**config.mk**
```make
export PLATFORM = sky130hd
export DESIGN_NAME = timer_event_counter
export DESIGN_NICKNAME = d
export VERILOG_FILES = /design/src/verilog/timer_pkg.sv /design/src/verilog/timer_event_counter.sv
export SDC_FILE = /design/constraint.sdc
export NUM_CORES = 1
export LEC_CHECK = 0
export BUFFER_PORTS_ARGS = -buffer_cell sky130_fd_sc_hd__buf_2
export CAP_MARGIN = 20
export CORE_MARGIN = 3
export CORE_UTILIZATION = 35
export DETAILED_ROUTE_END_ITERATION = 10
export GPL_TIMING_DRIVEN = 0
export SLEW_MARGIN = 40
export SYNTH_ARGS = -nofsm -noshare
export SYNTH_HDL_FRONTEND = slang
export SYNTH_SLANG_ARGS = --single-unit
export TNS_END_PERCENT = 100
```
**constraint.sdc**
```tcl
create_clock -name sys_clk -period 3 [get_ports sys_clk]
set_clock_uncertainty 0.2 [all_clocks]
set_input_delay 0.45 -clock sys_clk [delete_from_list [all_inputs] [get_ports sys_clk]]
set_output_delay 0.45 -clock sys_clk [all_outputs]
set_load 0.05 [all_outputs]
```
**src/verilog/timer_pkg.sv**
```systemverilog
// Notes on behaviour
// - square wave toggles on each A match
// - B match interrupt raised even unused
// - clock select 11 counts input A edges
// - first match A+2 edges, then A+1
// - input A needs two equal samples
// - edge-clear mode: A edge clears, else wraps
// - edge-clear mode counts immediately on entry
// - compare registers raise their match interrupt
// - capture A on B edge or reverse phase
// - capture B on A edge, then clear
// - output toggles on A match, on B match in edge-clear mode only, optionally on clear
// - A compare with B capture combination works
// - counter read leaves counting undisturbed
// - interval mode A match clears, interrupts, toggles
// - edge codes 00 fall, 01 rise, 11 both
// - mode 00 stops and initializes counter
package timer_pkg;
   // =====================================================
   // register byte offsets
   localparam logic [3:0] OFF_MODE = 4'h0;
   localparam logic [3:0] OFF_PRESCALE = 4'h4;
   localparam logic [3:0] OFF_CAPCMP = 4'h8;
   localparam logic [3:0] OFF_OUTCTRL = 4'hC;
   localparam logic [5:0] OFF_COUNT = 6'h10;
   localparam logic [5:0] OFF_REGA = 6'h14;
   localparam logic [5:0] OFF_REGB = 6'h18;
   // =====================================================
   // field positions
   localparam int MODE_LO_POS = 2;
   localparam int TOGCLR_POS = 1;
   localparam int CLKSEL_POS = 0;
   localparam int EDGEA_POS = 4;
   localparam int EDGEB_POS = 6;
   localparam int CAPA_POS = 0;
   localparam int REVPH_POS = 1;
   localparam int CAPB_POS = 2;
   localparam int OUTEN_POS = 0;
   // =====================================================
   // codes and reset values
   localparam logic [1:0] MODE_STOP = 2'h0;
   localparam logic [1:0] MODE_EDGECLR = 2'h2;
   localparam logic [1:0] MODE_INTERVAL = 2'h3;
   localparam logic [1:0] CLK_DIV1 = 2'h0;
   localparam logic [1:0] CLK_DIV4 = 2'h1;
   localparam logic [1:0] CLK_DIV256 = 2'h2;
   localparam logic [1:0] CLK_EDGE = 2'h3;
   localparam logic [1:0] EDGE_FALL = 2'h0;
   localparam logic [1:0] EDGE_RISE = 2'h1;
   localparam logic [1:0] EDGE_BOTH = 2'h3;
   localparam logic [7:0] RST_BYTE = 8'h00;
   localparam logic [15:0] RST_WORD = 16'h0000;
   localparam logic [7:0] DIV_MAX = 8'hFF;
endpackage

```
**src/verilog/timer_event_counter.sv**
```systemverilog
// Implementation choices: the Wishbone interface to the registers and the register offsets.
`timescale 1ns/1ps
module timer_event_counter
   import timer_pkg::*;
(
   input wire logic sys_clk,
   input wire logic resetn,
   input wire logic wb_cyc_i,
   input wire logic wb_stb_i,
   input wire logic wb_we_i,
   input wire logic [5:0] wb_adr_i,
   input wire logic [3:0] wb_sel_i,
   input wire logic [31:0] wb_dat_i,
   output logic [31:0] wb_dat_o,
   output logic wb_ack_o,
   input wire logic extInputA,
   input wire logic extInputB,
   output logic toggleOutput,
   output logic matchIrqA,
   output logic matchIrqB
);
   // =====================================================
   // functions
   // valid edge test for a 2-bit selection code
   function automatic logic edgeHit(input logic [1:0] sel, input logic prev, input logic cur);
      logic rise;
      logic fall;
      rise = cur & ~prev;
      fall = prev & ~cur;
      unique case (sel)
         EDGE_FALL: edgeHit = fall;
         EDGE_RISE: edgeHit = rise;
         EDGE_BOTH: edgeHit = rise | fall;
         default: edgeHit = 1'b0; // prohibited code 10 detects nothing
      endcase
   endfunction

   // =====================================================
   // registers
   logic [7:0] timerModeCtrl_q;
   logic [7:0] prescalerCtrl_q;
   logic [7:0] capCmpCtrl_q;
   logic [7:0] outputCtrl_q;
   logic [15:0] countReg_q;
   logic [15:0] capCmpRegA_q;
   logic [15:0] capCmpRegB_q;
   logic [1:0] opMode;
   logic [1:0] clkSel;
   logic capAMode;
   logic capBMode;
   logic wbReq;
   logic wbWrite;

   assign opMode = timerModeCtrl_q[MODE_LO_POS +: 2];
   assign clkSel = prescalerCtrl_q[CLKSEL_POS +: 2];
   assign capAMode = capCmpCtrl_q[CAPA_POS];
   assign capBMode = capCmpCtrl_q[CAPB_POS];
   assign wbReq = wb_cyc_i & wb_stb_i & ~wb_ack_o;
   assign wbWrite = wbReq & wb_we_i & wb_sel_i[0];

   // =====================================================
   // input sampling and edge filter
   // a level counts only after two equal samples, so one-cycle glitches vanish
   logic [1:0] sampA_q;
   logic [1:0] sampB_q;
   logic fltA_q;
   logic fltB_q;
   logic edgeA;
   logic edgeB;
   logic revA;

   always_ff @(posedge sys_clk or negedge resetn) begin
      if (!resetn) begin
         sampA_q <= 2'h0;
         sampB_q <= 2'h0;
         fltA_q <= 1'b0;
         fltB_q <= 1'b0;
      end else begin
         sampA_q <= {sampA_q[0], extInputA};
         sampB_q <= {sampB_q[0], extInputB};
         if (sampA_q[1] == sampA_q[0]) begin
            fltA_q <= sampA_q[0];
         end
         if (sampB_q[1] == sampB_q[0]) begin
            fltB_q <= sampB_q[0];
         end
      end
   end

   logic fltAPrev_q;
   logic fltBPrev_q;
   always_ff @(posedge sys_clk or negedge resetn) begin
      if (!resetn) begin
         fltAPrev_q <= 1'b0;
         fltBPrev_q <= 1'b0;
      end else begin
         fltAPrev_q <= fltA_q;
         fltBPrev_q <= fltB_q;
      end
   end

   always_comb begin
      edgeA = edgeHit(prescalerCtrl_q[EDGEA_POS +: 2], fltAPrev_q, fltA_q);
      edgeB = edgeHit(prescalerCtrl_q[EDGEB_POS +: 2], fltBPrev_q, fltB_q);
      // reverse phase of input A: the opposite transition of a single-edge select;
      // a both-edges select has no opposite phase, so it never fires
      revA = !prescalerCtrl_q[EDGEA_POS + 1] &&
         edgeHit({1'b0, ~prescalerCtrl_q[EDGEA_POS]}, fltAPrev_q, fltA_q);
   end

   // =====================================================
   // prescaler
   logic [7:0] div_q;
   logic tick;
   always_ff @(posedge sys_clk or negedge resetn) begin
      if (!resetn) begin
         div_q <= RST_BYTE;
      end else if (opMode == MODE_STOP) begin
         div_q <= RST_BYTE;
      end else begin
         div_q <= div_q + 8'h01;
      end
   end

   always_comb begin
      unique case (clkSel)
         CLK_DIV1: tick = opMode != MODE_STOP;
         CLK_DIV4: tick = (opMode != MODE_STOP) && (div_q[1:0] == 2'h3);
         CLK_DIV256: tick = (opMode != MODE_STOP) && (div_q == DIV_MAX);
         CLK_EDGE: tick = (opMode != MODE_STOP) && edgeA;
      endcase
   end

   // an edge-clocked count spends its first valid edge on starting, so the first
   // match needs one edge more than the later ones
   logic started_q;
   logic countTick;
   always_ff @(posedge sys_clk or negedge resetn) begin
      if (!resetn) begin
         started_q <= 1'b0;
      end else if (opMode == MODE_STOP) begin
         started_q <= 1'b0;
      end else if (tick) begin
         started_q <= 1'b1;
      end
   end
   assign countTick = tick && (started_q || clkSel != CLK_EDGE);

   // =====================================================
   // counter and events
   // match is checked on the held count, so an interval of M spans M + 1 ticks
   logic matchA;
   logic matchB;
   logic edgeClear;
   logic capAEvt;
   logic capBEvt;
   logic irqAEvt;
   logic irqBEvt;
   logic toggleEvt;

   always_comb begin
      matchA = countTick && !capAMode && (countReg_q == capCmpRegA_q);
      matchB = countTick && !capBMode && (countReg_q == capCmpRegB_q);
      edgeClear = (opMode == MODE_EDGECLR) && edgeA;
      capBEvt = edgeClear && capBMode;
      capAEvt = (opMode == MODE_EDGECLR) && capAMode &&
         (edgeB || (capCmpCtrl_q[REVPH_POS] && revA));
      irqAEvt = matchA || (capAEvt && edgeB);
      irqBEvt = matchB || capBEvt;
      // a B match moves the pin only in edge-clear mode; in interval mode it would
      // break the square wave
      toggleEvt = outputCtrl_q[OUTEN_POS] && (matchA || (matchB && opMode == MODE_EDGECLR) ||
         (edgeClear && timerModeCtrl_q[TOGCLR_POS]));
   end

   always_ff @(posedge sys_clk or negedge resetn) begin
      if (!resetn) begin
         countReg_q <= RST_WORD;
      end else if (opMode == MODE_STOP) begin
         countReg_q <= RST_WORD;
      end else if (edgeClear) begin
         countReg_q <= RST_WORD;
      end else if (countTick) begin
         if (opMode == MODE_INTERVAL && matchA) begin
            countReg_q <= RST_WORD;
         end else begin
            countReg_q <= countReg_q + 16'h0001;
         end
      end
   end

   // interrupt pulses and output pin
   always_ff @(posedge sys_clk or negedge resetn) begin
      if (!resetn) begin
         matchIrqA <= 1'b0;
         matchIrqB <= 1'b0;
         toggleOutput <= 1'b0;
      end else begin
         matchIrqA <= irqAEvt && opMode != MODE_STOP;
         matchIrqB <= irqBEvt && opMode != MODE_STOP;
         if (!outputCtrl_q[OUTEN_POS]) begin
            toggleOutput <= 1'b0;
         end else if (toggleEvt) begin
            toggleOutput <= ~toggleOutput;
         end
      end
   end

   // =====================================================
   // control registers, software writes byte lane 0
   always_ff @(posedge sys_clk or negedge resetn) begin
      if (!resetn) begin
         timerModeCtrl_q <= RST_BYTE;
         prescalerCtrl_q <= RST_BYTE;
         capCmpCtrl_q <= RST_BYTE;
         outputCtrl_q <= RST_BYTE;
      end else if (wbWrite) begin
         if (wb_adr_i == {2'h0, OFF_MODE}) timerModeCtrl_q <= wb_dat_i[7:0];
         if (wb_adr_i == {2'h0, OFF_PRESCALE}) prescalerCtrl_q <= wb_dat_i[7:0];
         if (wb_adr_i == {2'h0, OFF_CAPCMP}) capCmpCtrl_q <= wb_dat_i[7:0];
         if (wb_adr_i == {2'h0, OFF_OUTCTRL}) outputCtrl_q <= wb_dat_i[7:0];
      end
   end

   // capture/compare registers; hardware capture wins over a software write
   always_ff @(posedge sys_clk or negedge resetn) begin
      if (!resetn) begin
         capCmpRegA_q <= RST_WORD;
         capCmpRegB_q <= RST_WORD;
      end else begin
         if (capAEvt) begin
            capCmpRegA_q <= countReg_q;
         end else if (wbWrite && wb_adr_i == OFF_REGA && wb_sel_i[1]) begin
            capCmpRegA_q <= wb_dat_i[15:0];
         end
         if (capBEvt) begin
            capCmpRegB_q <= countReg_q;
         end else if (wbWrite && wb_adr_i == OFF_REGB && wb_sel_i[1]) begin
            capCmpRegB_q <= wb_dat_i[15:0];
         end
      end
   end

   // =====================================================
   // wishbone answer: ack one cycle after request, unmapped reads zero
   always_ff @(posedge sys_clk or negedge resetn) begin
      if (!resetn) begin
         wb_ack_o <= 1'b0;
         wb_dat_o <= 32'h00000000;
      end else begin
         wb_ack_o <= wbReq;
         if (wbReq && !wb_we_i) begin
            unique case (wb_adr_i)
               {2'h0, OFF_MODE}: wb_dat_o <= {24'h000000, timerModeCtrl_q};
               {2'h0, OFF_PRESCALE}: wb_dat_o <= {24'h000000, prescalerCtrl_q};
               {2'h0, OFF_CAPCMP}: wb_dat_o <= {24'h000000, capCmpCtrl_q};
               {2'h0, OFF_OUTCTRL}: wb_dat_o <= {24'h000000, outputCtrl_q};
               OFF_COUNT: wb_dat_o <= {16'h0000, countReg_q};
               OFF_REGA: wb_dat_o <= {16'h0000, capCmpRegA_q};
               OFF_REGB: wb_dat_o <= {16'h0000, capCmpRegB_q};
               default: wb_dat_o <= 32'h00000000;
            endcase
         end
      end
   end

   // =====================================================
   // checks
   stop_clears_a: assert property (@(posedge sys_clk) disable iff (!resetn)
      opMode == MODE_STOP |=> countReg_q == RST_WORD)
      else $error("counter not cleared while stopped");
   interval_clear_a: assert property (@(posedge sys_clk) disable iff (!resetn)
      (opMode == MODE_INTERVAL && matchA && !edgeClear) |=> countReg_q == RST_WORD && matchIrqA)
      else $error("interval match did not clear");
   edge_clear_a: assert property (@(posedge sys_clk) disable iff (!resetn)
      edgeClear && opMode != MODE_STOP |=> countReg_q == RST_WORD)
      else $error("edge did not clear counter");
   capture_b_a: assert property (@(posedge sys_clk) disable iff (!resetn)
      capBEvt |=> capCmpRegB_q == $past(countReg_q) && matchIrqB)
      else $error("capture into B wrong");
   toggle_out_a: assert property (@(posedge sys_clk) disable iff (!resetn)
      toggleEvt |=> toggleOutput != $past(toggleOutput))
      else $error("output did not toggle");
   count_step_a: assert property (@(posedge sys_clk) disable iff (!resetn)
      countTick && !edgeClear && !(opMode == MODE_INTERVAL && matchA) |=>
      countReg_q == $past(countReg_q) + 16'h0001)
      else $error("counter step wrong");
   event_start_a: assert property (@(posedge sys_clk) disable iff (!resetn)
      tick && !started_q && clkSel == CLK_EDGE |=> countReg_q == RST_WORD)
      else $error("first event edge counted");
   irq_stop_a: assert property (@(posedge sys_clk) disable iff (!resetn)
      opMode == MODE_STOP |=> !matchIrqA && !matchIrqB)
      else $error("interrupt while stopped");
   b_no_toggle_a: assert property (@(posedge sys_clk) disable iff (!resetn)
      opMode == MODE_INTERVAL && outputCtrl_q[OUTEN_POS] && matchB && !matchA |=> $stable(toggleOutput))
      else $error("B match moved square wave");
   match_b_a: assert property (@(posedge sys_clk) disable iff (!resetn)
      matchB |=> matchIrqB)
      else $error("B match not signalled");
   filter_a: assert property (@(posedge sys_clk) disable iff (!resetn)
      $changed(fltA_q) |-> $past(sampA_q[1]) == $past(sampA_q[0]))
      else $error("filter took one sample");
   ack_once_a: assert property (@(posedge sys_clk) disable iff (!resetn)
      wb_ack_o |=> !wb_ack_o)
      else $error("ack held two cycles");
endmodule // timer_event_counter

```
# Word level (Yosys, flattened, before mapping)
# Cells that the tools add are included.
dict set report totals {
  register_bits 133
  latch_bits 0
  ram_bits 0
  mem_bits_ro 0
  in_bits 49
  out_inout_bits 36
  mem_count 0
}
dict set report op_classes {
  n_addsub 2
  multipliers 0
  div_mod_pow 0
  n_lt_le_gt_ge 0
  n_eq_ne 23
  n_shift 0
  muxes 18
  n_bitwise 17
  reduce_logical 50
}
# cell count
set op_table {}
lappend op_table {{2-to-1 mux 16 bit} 8}
lappend op_table {{case mux 16 bit (7 select lines)} 1}
lappend op_table {{equality test 16 bit} 2}
lappend op_table {{logical AND 1 bit} 26}
lappend op_table {{equality test 6 x 5 -> 1 bit, second input constant} 3}
lappend op_table {{adder 16 x 1 -> 16 bit, second input constant} 1}
lappend op_table {{equality test 2 bit, second input constant} 7}
lappend op_table {{equality test 6 x 4 -> 1 bit, second input constant} 2}
lappend op_table {{adder 8 x 1 -> 8 bit, second input constant} 1}
lappend op_table {{bitwise AND 1 bit} 8}
lappend op_table {{equality test 8 bit, second input constant} 1}
lappend op_table {{logical NOT 2 bit} 4}
lappend op_table {{2-to-1 mux 8 bit} 1}
lappend op_table {{AND reduction 2 bit} 4}
lappend op_table {{nonzero test 2 bit} 4}
lappend op_table {{inverter 1 bit} 7}
lappend op_table {{equality test 2 x 1 -> 1 bit, second input constant} 3}
lappend op_table {{equality test 6 x 3 -> 1 bit, second input constant} 1}
lappend op_table {{logical NOT 6 bit} 1}
lappend op_table {{logical OR 1 bit} 6}
lappend op_table {{case mux 1 bit (3 select lines)} 2}
lappend op_table {{logical NOT 1 bit} 4}
lappend op_table {{2-to-1 mux 1 bit} 4}
lappend op_table {{case mux 1 bit (4 select lines)} 1}
lappend op_table {{other kinds (6)} 8}

# Depth between registers and ports, before layout
# Gate-level depths: netlist (run 1).
dict set report logic_depth {
  depth_word 15
  ltp_mapped 9
  mapped_depth_nobuf 8
}

# Least setup slack after synthesis (run 1)
# OpenSTA, ideal clock, no wires.
dict set report synth_path {
  path_type {register to register}
  from {register wb_ack_o}
  to {register timerModeCtrl_q[0]}
  setup_time_ns 0.125
  arrival_time_ns 1.968
  required_ns 2.675
  setup_slack_ns 0.708
  path_stages_with_launch 6
  path_cell_list {dfrtp_1 nand3b_1 nor3_1 nand2_1 nor2_1 mux2_2}
}
dict set report synth_via {
  elab_chain_cells 5
}
# element line
set synth_lines {}
lappend synth_lines {{start, declared} timer_event_counter.sv:15} ;# output logic wb_ack_o,
lappend synth_lines {{start signal, assigned} timer_event_counter.sv:251} ;# wb_ack_o <= wbReq;
lappend synth_lines {{inverter 1 bit} timer_event_counter.sv:58} ;# assign wbReq = wb_cyc_i & wb_stb_i & ~wb_ack_o;
lappend synth_lines {{bitwise AND 1 bit} timer_event_counter.sv:58}
lappend synth_lines {{bitwise AND 1 bit (2 in series)} timer_event_counter.sv:59} ;# assign wbWrite = wbReq & wb_we_i & wb_sel_i[0];
lappend synth_lines {{AND reduction 2 bit (no line)} --}
lappend synth_lines {{end signal, assigned} timer_event_counter.sv:218} ;# if (wb_adr_i == {2'h0, OFF_MODE}) timerModeCtrl_q <= wb_dat_i[7:0];
lappend synth_lines {{end, declared} timer_event_counter.sv:40} ;# logic [7:0] timerModeCtrl_q;
# Every way passes these cells.
# A chain may end at the register's enable or synchronous reset.

# Worst setup path in the final report (run 1)
dict set report layout_path {
  from {register fltA_q}
  to {register countReg_q[13]}
}
dict set report layout_via {
  elab_chain_cells 14
}
# element line
set layout_lines {}
lappend layout_lines {{start, declared} timer_event_counter.sv:66} ;# logic fltA_q;
lappend layout_lines {{start signal, assigned} timer_event_counter.sv:82} ;# fltA_q <= sampA_q[0];
lappend layout_lines {{inverter 1 bit} timer_event_counter.sv:29} ;# fall = prev & ~cur;
lappend layout_lines {{bitwise AND 1 bit} timer_event_counter.sv:29}
lappend layout_lines {{OR 1 bit} --}
lappend layout_lines {{case mux 1 bit (3 select lines) (*)} timer_event_counter.sv:30} ;# unique case (sel)
lappend layout_lines {{logical AND 1 bit} timer_event_counter.sv:130} ;# CLK_EDGE: tick = (opMode != MODE_STOP) && edgeA;
lappend layout_lines {{case mux 1 bit (4 select lines)} timer_event_counter.sv:126} ;# unique case (clkSel)
lappend layout_lines {{logical AND 1 bit} timer_event_counter.sv:147} ;# assign countTick = tick && (started_q || clkSel != CLK_EDGE);
lappend layout_lines {{logical AND 1 bit (2 in series)} timer_event_counter.sv:162} ;# matchA = countTick && !capAMode && (countReg_q == capCmpRegA_q);
lappend layout_lines {{logical AND 1 bit} timer_event_counter.sv:184} ;# if (opMode == MODE_INTERVAL && matchA) begin
lappend layout_lines {{2-to-1 mux 16 bit} timer_event_counter.sv:184}
lappend layout_lines {{2-to-1 mux 16 bit} timer_event_counter.sv:183} ;# end else if (countTick) begin
lappend layout_lines {{2-to-1 mux 16 bit} timer_event_counter.sv:181} ;# end else if (edgeClear) begin
lappend layout_lines {{2-to-1 mux 16 bit} timer_event_counter.sv:179} ;# end else if (opMode == MODE_STOP) begin
lappend layout_lines {{end signal, assigned} timer_event_counter.sv:187} ;# countReg_q <= countReg_q + 16'h0001;
lappend layout_lines {{end, declared} timer_event_counter.sv:44} ;# logic [15:0] countReg_q;
# Mark *: on every way between the ends. The rest lies on a longest branch, timed or not. The select of a mux whose other input is x is not followed.

==> results of run 1 <==
path summary, 6_finish.rpt:
check                      depth (start not counted)         endpoint
min                                                3  capCmpRegA_q[8]
min in group asynchronous                          2       sampA_q[1]
max reg2reg                                        9   countReg_q[13]
max in group asynchronous                          3     wb_dat_o[14]
min reg2reg                                        0       sampB_q[1]
max                                                9   countReg_q[13]
metrics by stage:
step	setup WS [ps]	power [mW]
2_1_floorplan	708	1.83
3_3_place_gp	-189	1.93
3_5_place_dp	136	1.95
4_1_cts	246	4.04
5_1_grt	17.7	4.15
6_report	221	4.01
power by group through the flow:
stage	sequential (mW)	combinational, mW	clock, mW
2_1_floorplan	1.66	0.165	0
3_3_place_gp	1.66	0.275	0
3_5_place_dp	1.66	0.287	0
4_1_cts	1.63	0.292	2.12
5_1_grt	1.64	0.316	2.20
6_report	1.63	0.290	2.08
routing by layer:
metal	vias up	wire, um	GRT usage	part of all wire
met5	-	0	0	0
met4	0	189	0.0490	0.011
met3	19	1010	0.0455	0.058
met2	161	8040	0.278	0.46
met1	2524	8090	0.249	0.47
li1	2345	-	-	-
layout make-up:
cell class	count	area, um^2
buffer	62	355
clock buffer	22	474
clock inverter	10	128
fill	1661	9920
inverter	12	45.0
multi-input combinational	440	3090
sequential	117	2930
tap	225	282
timing repair buffer	53	313
cell usage after synthesis (8+ instances only):
cell type	count
sky130_fd_sc_hd__buf_2	8
sky130_fd_sc_hd__a21oi_1	24
sky130_fd_sc_hd__xnor2_1	14
sky130_fd_sc_hd__nand4_1	11
sky130_fd_sc_hd__nor2_1	39
sky130_fd_sc_hd__nand2_1	58
sky130_fd_sc_hd__dfrtp_1	117
sky130_fd_sc_hd__and3_1	9
sky130_fd_sc_hd__inv_1	12
sky130_fd_sc_hd__mux2_2	33
sky130_fd_sc_hd__xor2_1	26
sky130_fd_sc_hd__o21ai_0	28
sky130_fd_sc_hd__a222oi_1	8
sky130_fd_sc_hd__buf_4	18
sky130_fd_sc_hd__o21ai_1	12
sky130_fd_sc_hd__mux2i_1	41
sky130_fd_sc_hd__clkbuf_1	27
sky130_fd_sc_hd__nand3_1	26
cell families (layout without fill, tap and decap cells):
kind of cell | after synthesis | count (layout)
compound gates | 116 | 116
xor+xnor | 41 | 41
fa+ha+maj | 8 | 8
buf+inv | 74 | 159
flops | 117 | 117
mux | 78 | 78
other cells | 1 | 16
simple gates | 181 | 181
flip-flops by register name, indices dropped and copies added (netlist names), 2 cells and up:
register         cells
capCmpCtrl_q         8
capCmpRegB_q        16
timerModeCtrl_q      8
capCmpRegA_q        16
countReg_q          16
div_q                8
sampB_q              2
outputCtrl_q         8
sampA_q              2
wb_dat_o            16
prescalerCtrl_q      8
what timing repair did:
action	in CTS	in global routing
buffers inserted	0	0
endpoints found under the hold margin	43	0
resized for setup	0	0
hold buffers	3	0
worst register-to-register path, delay by kind of cell (launching register included):
kind,cells,cell delay [ps]
buffers and inverters,2,520
DFF,1,390
and+or+nand+nor,1,120
adders and majority gates,1,210
muxes,1,180
AOI/OAI and AO/OA,4,1050
==> out/summary.txt, run 1 <==
Run status - finished clean
Final standard cell area without fillers - 7620 um^2
Count of H-tree levels built during CTS - 4
Number of buffers on the longest clock path - 2
Reg clk slew, reported paths - 60 ps
End-of-flow core utilization - 0.434
TritonCTS clock tree - built
Unrepaired setup endpoints after global routing - no
Number of warnings reported in the yosys synthesis log - 0
Global-route wire length before repair - 27500 um
Peak fanout along the critical path - 10
IR Drop Worst-Case VDD - 0.000450 V
Core Region - 17500 um^2
Sw frac - 0.234
Capturing element type of the critical path - register
Standard cell area after detailed placement - 6980 um^2
Cell type with the largest total area after synthesis - sky130_fd_sc_hd__dfrtp_1
Mean routed wirelength per cell - 18.4 um
Static Leakage - 3.40 nW
Largest net degree at the start of global routing - 77
Number of global-route vias before repair - 4918
Arrival time at the worst endpoint - 2880 ps
CP Launch Point - fltA_q
Number of distinct library cells after synthesis - 64
Combinational power share - 0.072
#FFs+latches synth - 117
Category of the worst setup path launch point - register
Mean instance size in the synthesized netlist - 10.3 um^2
Normalized max-slew margin - 0.561
Number of setup violations in the final report - 0
Class of the worst hold path - in -> reg
Starting density of the core - 0.363
Cells after Synth - 616
Antenna violations before repair - 0
Largest stage delay, worst path - 530 ps
CP cell instances - inv_1, ha_1, mux2i_1, o21a_1, o221ai_2, a211oi_2, clkbuf_1, nand2_1, o311ai_0
Clock Sinks - 117
Dominant combinational cell family by area after synthesis - simple AND/OR/NAND/NOR gates
Most common library cell in the layout ignoring fill and taps - sky130_fd_sc_hd__dfrtp_1
Global placer's final weighted congestion - 0.851
Antenna viol nets, final - 0
Share of cell area taken by muxes after synthesis - 0.137
CTS Buf Count - 17
Sequential area share after synthesis - 0.460
Count of vias placed by the detailed router - 5049
Fraction of the mapped netlist area in compound gates - 0.121
Register share of total power - 0.408
Top library cells by usage in the layout, fill and taps aside - sky130_fd_sc_hd__dfrtp_1, sky130_fd_sc_hd__nand2_1, sky130_fd_sc_hd__buf_2
Crit share post-route - 0.926
Top post-synthesis cells by area - sky130_fd_sc_hd__dfrtp_1, sky130_fd_sc_hd__mux2i_1, sky130_fd_sc_hd__mux2_2
Launch point of the worst hold path - wb_dat_i[8]
Buffer type at the clock tree root - sky130_fd_sc_hd__clkbuf_16
Tmin final - 2780 ps
Count of standard-cell rows - 48
Relative contribution of the clock network to total power - 0.520
Type of the worst setup path - reg -> reg
Ant diodes - 0
Mapped Area - 6360 um^2
Post-Synth XOR/XNOR Area - 0.0576
Post-synth ARST share - 1.00
Iteration-0 DRC Markers - 341
Clock network latency to the later pin of the worst-skew pair - 420 ps
Total detailed-routing wirelength - 17300 um
Simple-gate portion of the synthesized area - 0.145
Max Clock Freq - 360 MHz
Max-capacitance violation count - 0
Cell-internal power - 3.07 mW
Die ar. - 19800 um^2
Total negative slack for setup checks - 0 ps
Number of cells in the finished layout apart from fillers - 941
Total GRT Usage - 0.179
Data required time of the critical path - 3100 ps
Mean number of vias per cell - 5.37
Proportion of layout cells with a drive suffix above 1 - 0.225
Total grt overflow - 0
Post-synth EDFFs - 0
Adder and majority cell fraction of the synthesized area - 0.0149
Slowest stage cell, crit path - sky130_fd_sc_hd__a211oi_2
I/O pin total - 85
Predominant post-synthesis flop cell - sky130_fd_sc_hd__dfrtp_1
Critical path buffers and inverters - 2
Kind of cell with the highest combined delay on the critical path - compound AO/OA/AOI/OAI gates
Reg-to-reg slack, setup - 220 ps
Final net count - 758
Max-slew violation count - 0
Area Overhead vs Synth - 19.7%
Net switching power figure - 0.939 mW
Hold violation count in the final report - 0
Horizontal die dimension - 141 um
Count of TritonRoute iterations in the first routing pass - 5
Height of the chip - 141 um
DPL Wire Length - 12500 um
Placed cell count - 906
Pwr dens - 526 nW/um^2
WHS - 138 ps
Area fraction of the dominant cell type after synthesis - 0.460
Worst Tran Pin Value - 657 ps
Post-detailed-route DRC marker count - 0
Launch point of the worst reg-to-reg path - fltA_q
Number of I/O port buffers - 49
Note: power is estimated with default switching activity, not from simulation.
==> run 2, diff against run 1 <==
Settings changed: CELL_PAD_IN_SITES_DETAIL_PLACEMENT set to 1, CELL_PAD_IN_SITES_GLOBAL_PLACEMENT set to 1, PLACE_DENSITY_LB_ADDON set to 0.1.
==> run 2 against run 1 <==
Compared with the run above:
- critical path depth fell by 1
- worst hold slack lost 4.1 ps
- non-clock buffer count down 1
- largest cell class unchanged
- largest power group unchanged
- highest routed layer unchanged
==> out/summary.txt, run 2 (synthesis gave the netlist of run 1 again) <==
Run status - finished clean
Static Leakage - 3.40 nW
Ant diodes - 0
Register cell area after layout - 2930 um^2
Global placer's final weighted congestion - 0.830
End-of-flow core utilization - 0.436
FF-to-FF path depth - 8
Top library cells by usage in the layout, fill and taps aside - sky130_fd_sc_hd__dfrtp_1, sky130_fd_sc_hd__nand2_1, sky130_fd_sc_hd__buf_2
Max Clock Freq - 367 MHz
Starting density of the core - 0.363
Count of H-tree levels built during CTS - 4
Hold Path Cell Cnt - 3
Register share of total power - 0.397
Number of cells in the finished layout apart from fillers - 940
CTS Buf Count - 17
Buffer type at the clock tree root - sky130_fd_sc_hd__clkbuf_16
Max-capacitance violation count - 0
Iteration-0 DRC Markers - 315
Core Region - 17500 um^2
Data required time of the critical path - 3090 ps
Type of the worst setup path - reg -> reg
Proportion of layout cells with a drive suffix above 1 - 0.227
Max-slew violation count - 0
Reg clk slew, reported paths - 60 ps
Count of standard-cell rows - 48
Area Overhead vs Synth - 20.2%
Total grt overflow - 0
Antenna viol nets, final - 0
Count of TritonRoute iterations in the first routing pass - 5
Combinational power share - 0.071
DPL Wire Length - 13800 um
Total detailed-routing wirelength - 18900 um
Arrival time at the worst endpoint - 2810 ps
Cell-internal power - 3.14 mW
Clock network latency to the later pin of the worst-skew pair - 420 ps
Crit share post-route - 0.908
Sw frac - 0.237
Pwr dens - 538 nW/um^2
Antenna violations before repair - 0
TritonCTS clock tree - built
Mean routed wirelength per cell - 20.2 um
Number of buffers on the longest clock path - 2
Final net count - 757
Height of the chip - 141 um
Relative contribution of the clock network to total power - 0.532
Global-route wire length before repair - 30300 um
Net switching power figure - 0.976 mW
Clock Sinks - 117
Die ar. - 19800 um^2
Layout filler cell count - 1993
Number of setup violations in the final report - 0
Number of global-route vias before repair - 5347
Unrepaired setup endpoints after global routing - no
Multi-input logic area - 3090 um^2
IR Drop Worst-Case VDD - 0.000391 V
Count of vias placed by the detailed router - 5024
Horizontal die dimension - 141 um
Class of the worst hold path - in -> reg
Total GRT Usage - 0.199
Worst Tran Pin Value - 782 ps
Peak fanout along the critical path - 10
Tmin final - 2720 ps
Placed cell count - 906
Category of the worst setup path launch point - register
Most common library cell in the layout ignoring fill and taps - sky130_fd_sc_hd__dfrtp_1
Post-detailed-route DRC marker count - 0
Normalized max-slew margin - 0.477
I/O pin total - 85
Total negative slack for setup checks - 0 ps
Post-CTS setup buffers - 0
Mean number of vias per cell - 5.34
Largest net degree at the start of global routing - 62
Capturing element type of the critical path - register
Number of I/O port buffers - 49
Hold violation count in the final report - 0
run 2: cell types whose count changed in the layout (fill, tap and decap cells not counted), sizes merged:
cell	delta
bufinv	+1
clkbuf	-3
clkinv	-2
clkinvlp	+3
run 2: critical path, stage by stage, from the launching register on:
cell	delay [ps]
sky130_fd_sc_hd__dfrtp_1	350
sky130_fd_sc_hd__buf_2	190
sky130_fd_sc_hd__xnor2_1	320
sky130_fd_sc_hd__nand4_1	150
sky130_fd_sc_hd__or4_4	540
sky130_fd_sc_hd__o31a_1	380
sky130_fd_sc_hd__buf_6	170
sky130_fd_sc_hd__a32oi_1	200
sky130_fd_sc_hd__o21ai_1	90
run 2: routing by layer:
layer | wire length, um | GRT usage | vias up | part of all wire
li1 | - | - | 2342 | -
met1 | 8520 | 0.263 | 2562 | 0.45
met2 | 9410 | 0.332 | 99 | 0.50
met3 | 713 | 0.0383 | 21 | 0.038
met4 | 310 | 0.0607 | 0 | 0.016
met5 | 0 | 0 | - | 0
run 2: power groups by stage:
stage	Clock, mW	Combinational (mW)	Sequential [mW]
final	2.19	0.291	1.63
after global routing	2.31	0.320	1.64
after CTS	2.24	0.295	1.64
after detailed placement	0	0.290	1.66
after global placement	0	0.279	1.66
after floorplan	0	0.165	1.66
run 2: area by class of cell:
cell class,count,area share
Clock inverter,12,0.0232
Sequential cell,117,0.383
Buffer,61,0.0462
Clock buffer,20,0.0597
Multi-Input combinational cell,440,0.404
Timing Repair Buffer,53,0.0409
Inverter,12,0.00589
Tap cell,225,0.0368
run 2: through the flow:
stage	worst slack [ps]	total power, mW	area [um^2]	hold slack (ps)
after floorplan	708	1.83	6420	-45.6
after global placement	-284	1.94	6940	163
after detailed placement	121	1.95	6980	172
after CTS	152	4.17	7650	117
after global routing	93.5	4.27	7640	138
final	276	4.11	7640	133
run 2: worst paths after layout:
| path | start | to | slack, ps |
|---|---|---|---|
| min | wb_dat_i[9] | capCmpRegA_q[9] | 130 |
| min in group asynchronous | resetn | wb_dat_o[9] | 350 |
| max | countReg_q[10] | countReg_q[11] | 280 |
| min reg2reg | sampB_q[0] | sampB_q[1] | 180 |
| max in group asynchronous | resetn | countReg_q[9] | 1570 |
| max reg2reg | countReg_q[10] | countReg_q[11] | 280 |
run 2: repair_timing:
action | 4_1_cts | 5_1_grt
hold buffers | 3 | 0
endpoints found under the hold margin | 58 | 0
resized for setup | 0 | 2
endpoints found under the setup margin | 0 | 3
